--- src/gci_line_io_pkg.sv ---
// Package with command codes, field layouts, reset values and timing for the line I/O registers.
package gci_line_io_pkg;

  localparam int NUM_CH = 4;
  localparam int NUM_IO = 5;

  // Monitor channel command bytes; bit 0 set means read.
  localparam logic [7:0] CMD_OPMODE_WR = 8'h4a;
  localparam logic [7:0] CMD_OPMODE_RD = 8'h4b;
  localparam logic [7:0] CMD_IO_WR = 8'h52;
  localparam logic [7:0] CMD_IO_RD = 8'h53;
  localparam logic [7:0] CMD_DEB_WR = 8'hc8;
  localparam logic [7:0] CMD_DEB_RD = 8'hc9;
  localparam logic [7:0] CMD_GK_WR = 8'he8;
  localparam logic [7:0] CMD_GK_RD = 8'he9;
  localparam logic [7:0] CMD_RT_RD = 8'h4d;
  localparam logic [7:0] CMD_RT_RD_CLR = 8'h4f;
  localparam logic [7:0] CMD_MASK_WR = 8'h6c;
  localparam logic [7:0] CMD_MASK_RD = 8'h6d;
  localparam int CMD_RW_BIT = 0;
  localparam int CMD_CLR_BIT = 1;

  // Operating mode register fields.
  localparam int OPM_VOICE_OUTPUT_IDLE_MODE_BIT = 5;
  localparam int OPM_LPM_BIT = 4;
  localparam logic [7:0] OPMODE_RESET = 8'h0f;

  // Hook debounce control register fields.
  localparam int DEB_MUX_BIT = 7;
  localparam int DEB_POL_BIT = 6;
  localparam int DEB_TIME_LSB = 2;
  localparam int DEB_CHOP_BIT = 0;
  localparam logic [7:0] DEB_RESET = 8'h20;

  // Ground key sampling and interrupt mask resets.
  localparam logic [3:0] GK_RESET = 4'h0;
  localparam logic [7:0] MASK_RESET = 8'hff;

  // Line I/O pin order inside a channel's pin vector.
  localparam int IO_CD1 = 0;
  localparam int IO_CD2 = 1;
  localparam int IO_C3 = 2;
  localparam int IO_C4 = 3;
  localparam int IO_C5 = 4;

  // Timing: clock rate, millisecond tick and chopper half period.
  localparam int CLK_MHZ = 100;
  localparam int MS_NS = 1000000;
  localparam int MS_CYCLES = MS_NS * CLK_MHZ / 1000;
  localparam int CHOP_KHZ = 256;
  localparam int CHOP_HALF_CYCLES = CLK_MHZ * 1000 / (2 * CHOP_KHZ);
  localparam logic [7:0] CHOP_HALF_LAST = 8'(CHOP_HALF_CYCLES - 1);

  typedef struct packed {
    logic is_ci;
    logic [1:0] chan;
    logic [7:0] data;
  } link_word_t;

  typedef enum logic [2:0] {
    ST_CMD = 3'b001,
    ST_DATA = 3'b010,
    ST_ANSWER = 3'b100
  } mon_state_t;

endpackage : gci_line_io_pkg

--- src/gci_line_io_config_regs.sv ---
// Monitor channel register bank for line I/O, hook debounce, ground key and real-time data.
//
// Contract
// - Operating mode written by 4Ah, read by 4Bh; command bit 0 selects read.
// - Idle voice output: 0 ties to reference through resistor, 1 high impedance.
// - Legacy low power bit is stored only, no effect.
// - Controller writes reserved bits as 0; reads may return stored values.
// - Command 53h returns C7, C6, muxed hook, C5, C4, C3, CD2, CD1.
// - Read-back shows actual pin levels of addressed channel, any direction.
// - Muxed hook bit is meaningful only while frame multiplexing is on.
// - Input pins send debounced CD1, CD2 or muxed hook, and C3 upstream.
// - Output pins follow downstream C/I bits and are not echoed upstream; with multiplexing on, bit 1 is sent unmasked.
// - Command 52h writes output states until next downstream C/I field.
// - Debounce register C8h/C9h, global: mux, polarity, time, chopper enable.
// - Mux enable turns multiplexing on; polarity 1 gives low-going strobe.
// - Muxed hook changes only after CD1 stable for debounce time.
// - Chopper enable turns chopper clock on; off by default.
// - Ground key register E8h/E9h sets sampling period before upstream C/I.
// - Real-time read 4Dh or 4Fh; command bit 1 clears interrupt.
// - Real-time byte has two bits per channel, channel 1 lowest.
// - Mask register 6Ch/6Dh, one bit per data bit, 1 masks, default.
// - Change of a masked real-time bit never pulls interrupt low.
// - Channel with active flag 0 is inactive and uses idle voice mode.
`timescale 1ns/10ps
`default_nettype none

module gci_line_io_config_regs
  import gci_line_io_pkg::*;
#(
  parameter int MS_TICK_CYCLES = MS_CYCLES
) (
  input wire logic clock,
  input wire logic rst,
  input wire logic link_clk,
  input wire link_word_t link_word,
  output logic up_valid,
  output logic [7:0] up_byte,
  output logic [NUM_CH-1:0][2:0] ci_up,
  input wire logic [NUM_CH-1:0][NUM_IO-1:0] io_dir,
  input wire logic [NUM_CH-1:0][NUM_IO-1:0] pin_in,
  output logic [NUM_CH-1:0][NUM_IO-1:0] pin_out,
  output logic [NUM_CH-1:0][NUM_IO-1:0] pin_oe,
  output logic [NUM_CH-1:0] control_pin_six,
  output logic [NUM_CH-1:0] control_pin_seven,
  input wire logic [NUM_CH-1:0] channel_active_flag,
  output logic [NUM_CH-1:0] voice_output_hiz,
  output logic [NUM_CH-1:0] voice_output_ref,
  output logic multiplex_strobe,
  output logic chopper_clk,
  output logic int_n
);

  function automatic logic tick_due(input logic [3:0] cnt, input logic [3:0] limit);
    tick_due = (cnt >= limit);
  endfunction : tick_due

  // Link clock and word are both pins: two flops each, third flop for the edge.
  logic [2:0] lclk_q;
  link_word_t lw_s1_q, lw_s2_q;
  logic [NUM_CH-1:0][NUM_IO-1:0] pin_s1_q, pin_s2_q;

  always_ff @(posedge clock or posedge rst) begin
    if (rst) begin
      lclk_q <= 3'h0;
      lw_s1_q <= '0;
      lw_s2_q <= '0;
      pin_s1_q <= '0;
      pin_s2_q <= '0;
    end else begin
      lclk_q <= {lclk_q[1:0], link_clk};
      lw_s1_q <= link_word;
      lw_s2_q <= lw_s1_q;
      pin_s1_q <= pin_in;
      pin_s2_q <= pin_s1_q;
    end
  end

  wire link_take = lclk_q[1] & ~lclk_q[2];
  wire mon_take = link_take & ~lw_s2_q.is_ci;
  wire ci_take = link_take & lw_s2_q.is_ci;
  wire [7:0] rx = lw_s2_q.data;
  wire [1:0] rx_ch = lw_s2_q.chan;

  // Registers.
  logic [7:0] opmode_q, deb_q, mask_q, cmd_q, rt_q;
  logic [3:0] gk_q;
  logic [1:0] ch_q;
  logic pend_q;
  mon_state_t st_q;
  logic [NUM_CH-1:0][NUM_IO-1:0] drive_q;

  wire mux_en = deb_q[DEB_MUX_BIT];
  wire [3:0] deb_time = deb_q[DEB_TIME_LSB +: 4];

  // Millisecond tick and multiplex strobe phase from one divider.
  logic [31:0] ms_cnt_q;
  logic phase_q;
  wire ms_tick = (ms_cnt_q == 32'(MS_TICK_CYCLES - 1));

  always_ff @(posedge clock or posedge rst) begin
    if (rst) begin
      ms_cnt_q <= 32'h0;
      phase_q <= 1'b0;
    end else begin
      ms_cnt_q <= ms_tick ? 32'h0 : ms_cnt_q + 32'h1;
      if (ms_tick) begin
        phase_q <= ~phase_q;
      end
    end
  end

  // Per-channel debounce and ground key filtering.
  logic [NUM_CH-1:0] a_src_q, hook_src_q, cda_q, hook_q, cdb_q;
  logic [NUM_CH-1:0][3:0] deb_a_q, deb_h_q, gk_cnt_q;
  logic [NUM_CH-1:0] gk_src;

  always_comb begin
    for (int c = 0; c < NUM_CH; c++) begin
      gk_src[c] = mux_en ? hook_q[c] : pin_s2_q[c][IO_CD2];
    end
  end

  always_ff @(posedge clock or posedge rst) begin
    if (rst) begin
      a_src_q <= '0;
      hook_src_q <= '0;
      cda_q <= '0;
      hook_q <= '0;
      cdb_q <= '0;
      deb_a_q <= '0;
      deb_h_q <= '0;
      gk_cnt_q <= '0;
    end else begin
      for (int c = 0; c < NUM_CH; c++) begin
        // With multiplexing the shared CD1 line carries hook in the strobe phase.
        if (!mux_en || !phase_q) begin
          a_src_q[c] <= pin_s2_q[c][IO_CD1];
        end
        if (mux_en && phase_q) begin
          hook_src_q[c] <= pin_s2_q[c][IO_CD1];
        end
        if (a_src_q[c] == cda_q[c]) begin
          deb_a_q[c] <= 4'h0;
        end else if (tick_due(deb_a_q[c], deb_time)) begin
          cda_q[c] <= a_src_q[c];
          deb_a_q[c] <= 4'h0;
        end else if (ms_tick) begin
          deb_a_q[c] <= deb_a_q[c] + 4'h1;
        end
        if (hook_src_q[c] == hook_q[c]) begin
          deb_h_q[c] <= 4'h0;
        end else if (tick_due(deb_h_q[c], deb_time)) begin
          hook_q[c] <= hook_src_q[c];
          deb_h_q[c] <= 4'h0;
        end else if (ms_tick) begin
          deb_h_q[c] <= deb_h_q[c] + 4'h1;
        end
        if (tick_due(gk_cnt_q[c], gk_q)) begin
          cdb_q[c] <= gk_src[c];
          gk_cnt_q[c] <= 4'h0;
        end else if (ms_tick) begin
          gk_cnt_q[c] <= gk_cnt_q[c] + 4'h1;
        end
      end
    end
  end

  // Real-time byte: channel c uses bits 2c (debounced) and 2c+1.
  logic [7:0] rt_now;
  always_comb begin
    for (int c = 0; c < NUM_CH; c++) begin
      rt_now[2*c] = cda_q[c];
      rt_now[2*c+1] = cdb_q[c];
    end
  end

  wire [7:0] rt_change = (rt_now ^ rt_q) & ~mask_q;
  wire rt_clear = (st_q == ST_ANSWER) && (cmd_q == CMD_RT_RD_CLR);

  // Read-back of the addressed channel's real pin levels.
  wire [NUM_IO-1:0] rb_pins = pin_s2_q[ch_q];
  wire [7:0] io_readback = {control_pin_seven[ch_q], control_pin_six[ch_q], hook_q[ch_q],
                            rb_pins[IO_C5], rb_pins[IO_C4], rb_pins[IO_C3],
                            rb_pins[IO_CD2], rb_pins[IO_CD1]};

  logic [7:0] rd_data;
  always_comb begin
    case (cmd_q)
      CMD_OPMODE_RD: rd_data = opmode_q;
      CMD_IO_RD: rd_data = io_readback;
      CMD_DEB_RD: rd_data = deb_q;
      CMD_GK_RD: rd_data = {4'h0, gk_q};
      CMD_RT_RD, CMD_RT_RD_CLR: rd_data = rt_q;
      CMD_MASK_RD: rd_data = mask_q;
      default: rd_data = 8'h00;
    endcase
  end

  wire cmd_known_rd = (rx == CMD_OPMODE_RD) || (rx == CMD_IO_RD) || (rx == CMD_DEB_RD) ||
                      (rx == CMD_GK_RD) || (rx == CMD_RT_RD) || (rx == CMD_RT_RD_CLR) ||
                      (rx == CMD_MASK_RD);
  wire cmd_known_wr = (rx == CMD_OPMODE_WR) || (rx == CMD_IO_WR) || (rx == CMD_DEB_WR) ||
                      (rx == CMD_GK_WR) || (rx == CMD_MASK_WR);
  wire wr_take = (st_q == ST_DATA) && mon_take;

  // Command sequencer: a read answers once, a write consumes one data byte.
  always_ff @(posedge clock or posedge rst) begin
    if (rst) begin
      st_q <= ST_CMD;
      cmd_q <= 8'h00;
      ch_q <= 2'h0;
      up_valid <= 1'b0;
      up_byte <= 8'h00;
    end else begin
      up_valid <= 1'b0;
      case (st_q)
        ST_CMD: begin
          if (mon_take && (cmd_known_rd || cmd_known_wr)) begin
            cmd_q <= rx;
            ch_q <= rx_ch;
            st_q <= rx[CMD_RW_BIT] ? ST_ANSWER : ST_DATA;
          end
        end
        ST_DATA: begin
          if (mon_take) begin
            st_q <= ST_CMD;
          end
        end
        ST_ANSWER: begin
          up_valid <= 1'b1;
          up_byte <= rd_data;
          st_q <= ST_CMD;
        end
        default: st_q <= ST_CMD;
      endcase
    end
  end

  // Register writes, real-time capture and interrupt pending.
  always_ff @(posedge clock or posedge rst) begin
    if (rst) begin
      opmode_q <= OPMODE_RESET;
      deb_q <= DEB_RESET;
      gk_q <= GK_RESET;
      mask_q <= MASK_RESET;
      rt_q <= 8'h00;
      pend_q <= 1'b0;
    end else begin
      if (wr_take && cmd_q == CMD_OPMODE_WR) begin
        opmode_q <= rx;
      end
      if (wr_take && cmd_q == CMD_DEB_WR) begin
        deb_q <= rx;
      end
      if (wr_take && cmd_q == CMD_GK_WR) begin
        gk_q <= rx[3:0];
      end
      if (wr_take && cmd_q == CMD_MASK_WR) begin
        mask_q <= rx;
      end
      rt_q <= rt_now;
      // A change in the clearing cycle keeps the interrupt pending.
      if (|rt_change) begin
        pend_q <= 1'b1;
      end else if (rt_clear) begin
        pend_q <= 1'b0;
      end
    end
  end

  // Output pin levels: downstream C/I field per channel, or a 52h write.
  always_ff @(posedge clock or posedge rst) begin
    if (rst) begin
      drive_q <= '0;
      control_pin_six <= '0;
      control_pin_seven <= '0;
      pin_oe <= '0;
    end else begin
      pin_oe <= io_dir;
      if (ci_take) begin
        drive_q[rx_ch] <= rx[NUM_IO-1:0];
      end else if (wr_take && cmd_q == CMD_IO_WR) begin
        drive_q[ch_q] <= rx[NUM_IO-1:0];
        control_pin_six[ch_q] <= rx[6];
        control_pin_seven[ch_q] <= rx[7];
      end
    end
  end

  // Pin, upstream C/I, voice and interrupt outputs all leave from flops.
  logic [7:0] chop_cnt_q;
  always_ff @(posedge clock or posedge rst) begin
    if (rst) begin
      pin_out <= '0;
      ci_up <= '0;
      voice_output_hiz <= '0;
      voice_output_ref <= '0;
      multiplex_strobe <= 1'b0;
      chopper_clk <= 1'b0;
      chop_cnt_q <= 8'h00;
      int_n <= 1'b1;
    end else begin
      pin_out <= drive_q;
      for (int c = 0; c < NUM_CH; c++) begin
        // Output-direction CD1 and C3 are masked, CD2 only while multiplexing is off, so their levels are not echoed.
        ci_up[c] <= {pin_s2_q[c][IO_C3] & ~io_dir[c][IO_C3],
                     cdb_q[c] & ~(io_dir[c][IO_CD2] & ~mux_en),
                     cda_q[c] & ~io_dir[c][IO_CD1]};
        voice_output_hiz[c] <= ~channel_active_flag[c] & opmode_q[OPM_VOICE_OUTPUT_IDLE_MODE_BIT];
        voice_output_ref[c] <= ~channel_active_flag[c] & ~opmode_q[OPM_VOICE_OUTPUT_IDLE_MODE_BIT];
      end
      multiplex_strobe <= (mux_en & phase_q) ^ deb_q[DEB_POL_BIT];
      if (!deb_q[DEB_CHOP_BIT]) begin
        chopper_clk <= 1'b0;
        chop_cnt_q <= 8'h00;
      end else if (chop_cnt_q == CHOP_HALF_LAST) begin
        chopper_clk <= ~chopper_clk;
        chop_cnt_q <= 8'h00;
      end else begin
        chop_cnt_q <= chop_cnt_q + 8'h01;
      end
      int_n <= ~pend_q;
    end
  end

endmodule : gci_line_io_config_regs

`default_nettype wire

--- config.mk ---
export PLATFORM = sky130hd
export DESIGN_NAME = gci_line_io_config_regs
export DESIGN_NICKNAME = d
export VERILOG_FILES = /design/src/gci_line_io_pkg.sv /design/src/gci_line_io_config_regs.sv
export SDC_FILE = /design/constraint.sdc
export NUM_CORES = 1
export LEC_CHECK = 0
export BUFFER_PORTS_ARGS = -buffer_cell sky130_fd_sc_hd__buf_2
export CORE_ASPECT_RATIO = 1.25
export CORE_UTILIZATION = 45
export CTS_CLUSTER_SIZE = 10
export DETAILED_ROUTE_END_ITERATION = 7
export PLACE_DENSITY = 0.76
export SYNTH_ARGS = -nofsm -noshare
export SYNTH_HDL_FRONTEND = slang
export SYNTH_SLANG_ARGS = --single-unit
--- constraint.sdc ---
create_clock -name clock -period 11.9 [get_ports clock]
set_input_delay 2.38 -clock clock [delete_from_list [all_inputs] [get_ports clock]]
set_output_delay 2.38 -clock clock [all_outputs]
set_load 0.05 [all_outputs]
==> qor.csv <==
stage;metric;value;unit
outcome;status;finished, final reports clean;
critical_path;cp_cell_sequence;buf_2 > inv_8 > buf_4 > buf_4;
synth;ys_seq_area_share;56.7;%
critical_path;startpoint_type;primary input;
critical_path;path_max_fanout;129;
grt;grt_first_pass_wirelength;52800;um
route;drtIter0Drc;777;
critical_path;max_stage_delay;0.89;ns
synth;syn_area;0.0143;sq mm
sta;setup_viol;0;
critical_path;cp_top_family;buffers and inverters;
route;drc;0;
route;wl_met2;16500;um
floorplanning;die_h;202;um
clocking;clkTransAtPathRegs;0.05;ns
clocking;cts_tree;built;
sta;hold_viol;0;
synth;ys_types;64;
critical_path;cp.arrival;4.76;ns
power_and_ir_drop;power.leakage;7.37;nW
finish;num-fill-cells;2650;
synth;async_reset_ff_share;100;%
route;met3WireLength;1720;um
placement;pre_cts_slack;6.89;ns
route;wl_per_cell;18.7;um
min_path;min_path_type;reg -> reg;
placement;dp_hpwl;21200;um
grt;track_usage;20.5;%
floorplanning;fp.dieArea;0.0326;sq mm
grt;antenna_found_initial;1;
synth;dominantRegCellSynth;dfrtp_1;
synth;synth_top_cell_area_share;53.9;%
sta;worst_hold_slack;0.344;ns
synth;synth.most_common_cell;dfrtp_1;
critical_path;cp_slowest_cell;buf_4;
synth;synthCells;1170;
critical_path;critPathMostFrequentCell;buf_4;
critical_path;path_class;in -> async;
floorplanning;io_pins;138;
critical_path;crit_buf_inv;4;
clocking;clock_sinks;324;
floorplanning;dieWidth;162;um
power_and_ir_drop;totalPowerFinal;2.39;mW
finish;nets;1426;
sta;setup-tns-final;0;ns
route;num_vias;9856;
sta;maxSlewHeadroom;33.5;%
floorplanning;row_count;72;
clocking;ctsLongestPathBuffers;3;
grt;grt_max_degree;130;
clocking;insertion_delay;0.53;ns
route;first_pass_iters;5;
power_and_ir_drop;pwr-share-comb;6.8;%
grt;grt_pass1_vias;10100;
synth;synth_top_area_cell;dfrtp_1;
synth;synth-edff-count;0;
route;route.final.wire_length;32400;um
run;cap_violations;0;
power_and_ir_drop;power_switching;0.584;mW
finish;drive_gt1_share;22.9;%
sta;slew_violations;0;
sta;skew;0.0140;ns
power_and_ir_drop;power.internal;1.80;mW
synth;yosysWarnings;0;
finish;area_growth;15.0;%
floorplanning;initial_core_util;46.0;%
sta;min_period;4.27;ns
placement;port_buffers;137;
power_and_ir_drop;power_frac_seq;49.8;%
sta;grt_setup_unrepaired;no;
route;final_antenna_net_count;0;
critical_path;required;12.40;ns
clocking;htree_levels;2;
power_and_ir_drop;switching_share;24.5;%
route;wl_met1;12900;um
clocking;numCtsBuffers;38;
floorplanning;coreArea;0.0312;sq mm
sta;worstMarginPinSlew;0.997;ns
route;top_layer;met4;
synth;ys_top_cells_by_count;dfrtp_1, inv_1, ha_1;
route;drt-vias-per-instance;5.68;
synth;synth_area_leaders;dfrtp_1, ha_1, mux2_2, mux2i_1, dfstp_2;
clocking;post-cts-setup-buffers;0;
sta;fin_ws;7.63;ns
clocking;ctsHoldBuffers;0;
clocking;cts.repair.resized;0;
critical_path;cp-end-kind;async pin;
synth;avgSynthCellArea;12.3;sq um
power_and_ir_drop;power_frac_clock;43.4;%
power_and_ir_drop;peakVddDrop;0.0000997;V
sta;fmax;234;MHz
sta;fin_crit_sh;35.8;%
synth;syn_nets;1291;
power_and_ir_drop;p_per_area;145;mW/mm^2
clocking;cts-root-buf;clkbuf_16;
placement;gp_congestion;0.885;
grt;globalRouteOverflowTotal;0;
synth;ys_seq_elements;324;
## power groups by stage
stage | combinational [mW] | sequential, mW | clock [mW]
4_1_cts | 0.165 | 1.19 | 1.06
6_report | 0.163 | 1.19 | 1.04
3_3_place_gp | 0.161 | 1.20 | 0
5_1_grt | 0.176 | 1.19 | 1.10
3_5_place_dp | 0.164 | 1.21 | 0
2_1_floorplan | 0.0825 | 1.23 | 0
## state kept, by name, summed over array words and instances, names as in the netlist, 8 cells and up
| register | cells |
|---|---|
| ci_up | 12 |
| rt_q | 8 |
| lw_s1_q | 11 |
| drive_q | 20 |
| cmd_q | 8 |
| chop_cnt_q | 8 |
| opmode_q | 8 |
| deb_a_q | 16 |
| gk_cnt_q | 16 |
| ms_cnt_q | 32 |
| pin_s2_q | 20 |
| pin_oe | 20 |
| deb_h_q | 16 |
| mask_q | 8 |
| pin_s1_q | 20 |
| rx | 8 |
| pin_out | 20 |
| deb_q | 8 |
| up_byte | 8 |
## final timing paths
path,from,to,slack [ns],depth (start not counted)
min in group asynchronous,rst,pin_oe[18],1.99,2
worst max-delay path,rst,st_q[1],7.63,4
worst max register to register,ms_cnt_q[0],phase_q,9.18,5
worst min register to register,pin_s1_q[12],pin_s2_q[12],0.34,0
worst min-delay path,pin_s1_q[12],pin_s2_q[12],0.34,0
max in group clock,int_n,int_n,8.25,1
## area by class of cell
class / count / area (sq um) / share of cell area, %
antenna: 1 / 2.50 / 0.0152
multi-input combinational: 726 / 5750 / 34.9
clock buffer: 58 / 1050 / 6.35
inverter: 70 / 270 / 1.64
timing repair buffer: 145 / 746 / 4.52
sequential: 324 / 8130 / 49.3
tap: 407 / 509 / 3.09
clock inverter: 3 / 33.8 / 0.205
## layout by cell type, fill, tap and decap left out, types with 9 or more instances in the layout
cell type	n
dfrtp_1	309
buf_2	137
inv_1	69
ha_1	63
mux2_2	60
nand2_1	54
nor2_1	52
nand4_1	47
mux2i_1	47
o211ai_1	44
a21oi_1	41
clkbuf_16	39
nand3_1	35
xnor2_1	32
o31ai_1	26
nor4_1	20
xor2_1	19
clkbuf_1	19
nand2b_1	18
o21ai_0	15
dfstp_2	15
nor2b_1	14
and4_1	9
and3_1	9
mux2_4	9
## worst register-to-register path: cells and delay by family (launching register included)
kind,cells,cell delay (ns)
simple gates,3,1.77
flops,1,0.41
fa+ha+maj,1,0.23
xor+xnor,1,0.15
## metrics by stage
step | cell area (sq um) | std cells | utilization (%)
after floorplan | 14300 | 1170 | -
after global placement | 15400 | 1672 | 49.4
after detailed placement | 15400 | 1672 | 49.4
after CTS | 16500 | 1733 | 52.9
after global routing | 16500 | 1734 | 52.9
final | 16500 | 1734 | 52.9
## logic make-up after synthesis
family,count (synthesis),share of synthesized area [%]
DFF,324,56.7
and+or+nand+nor,304,12.1
AOI/OAI and AO/OA,184,9.13
muxes,124,10.2
buffers and inverters,120,3.25
adders and majority gates,63,5.50
xor gates and xnor gates,51,3.12
## per-layer routing
layer	up-vias	global-route usage, %
met5	-	0
met4	0	9.03
met3	74	3.13
met2	316	35.7
met1	4955	25.0
li1	4511	-
(Power assumes the default switching activity.)
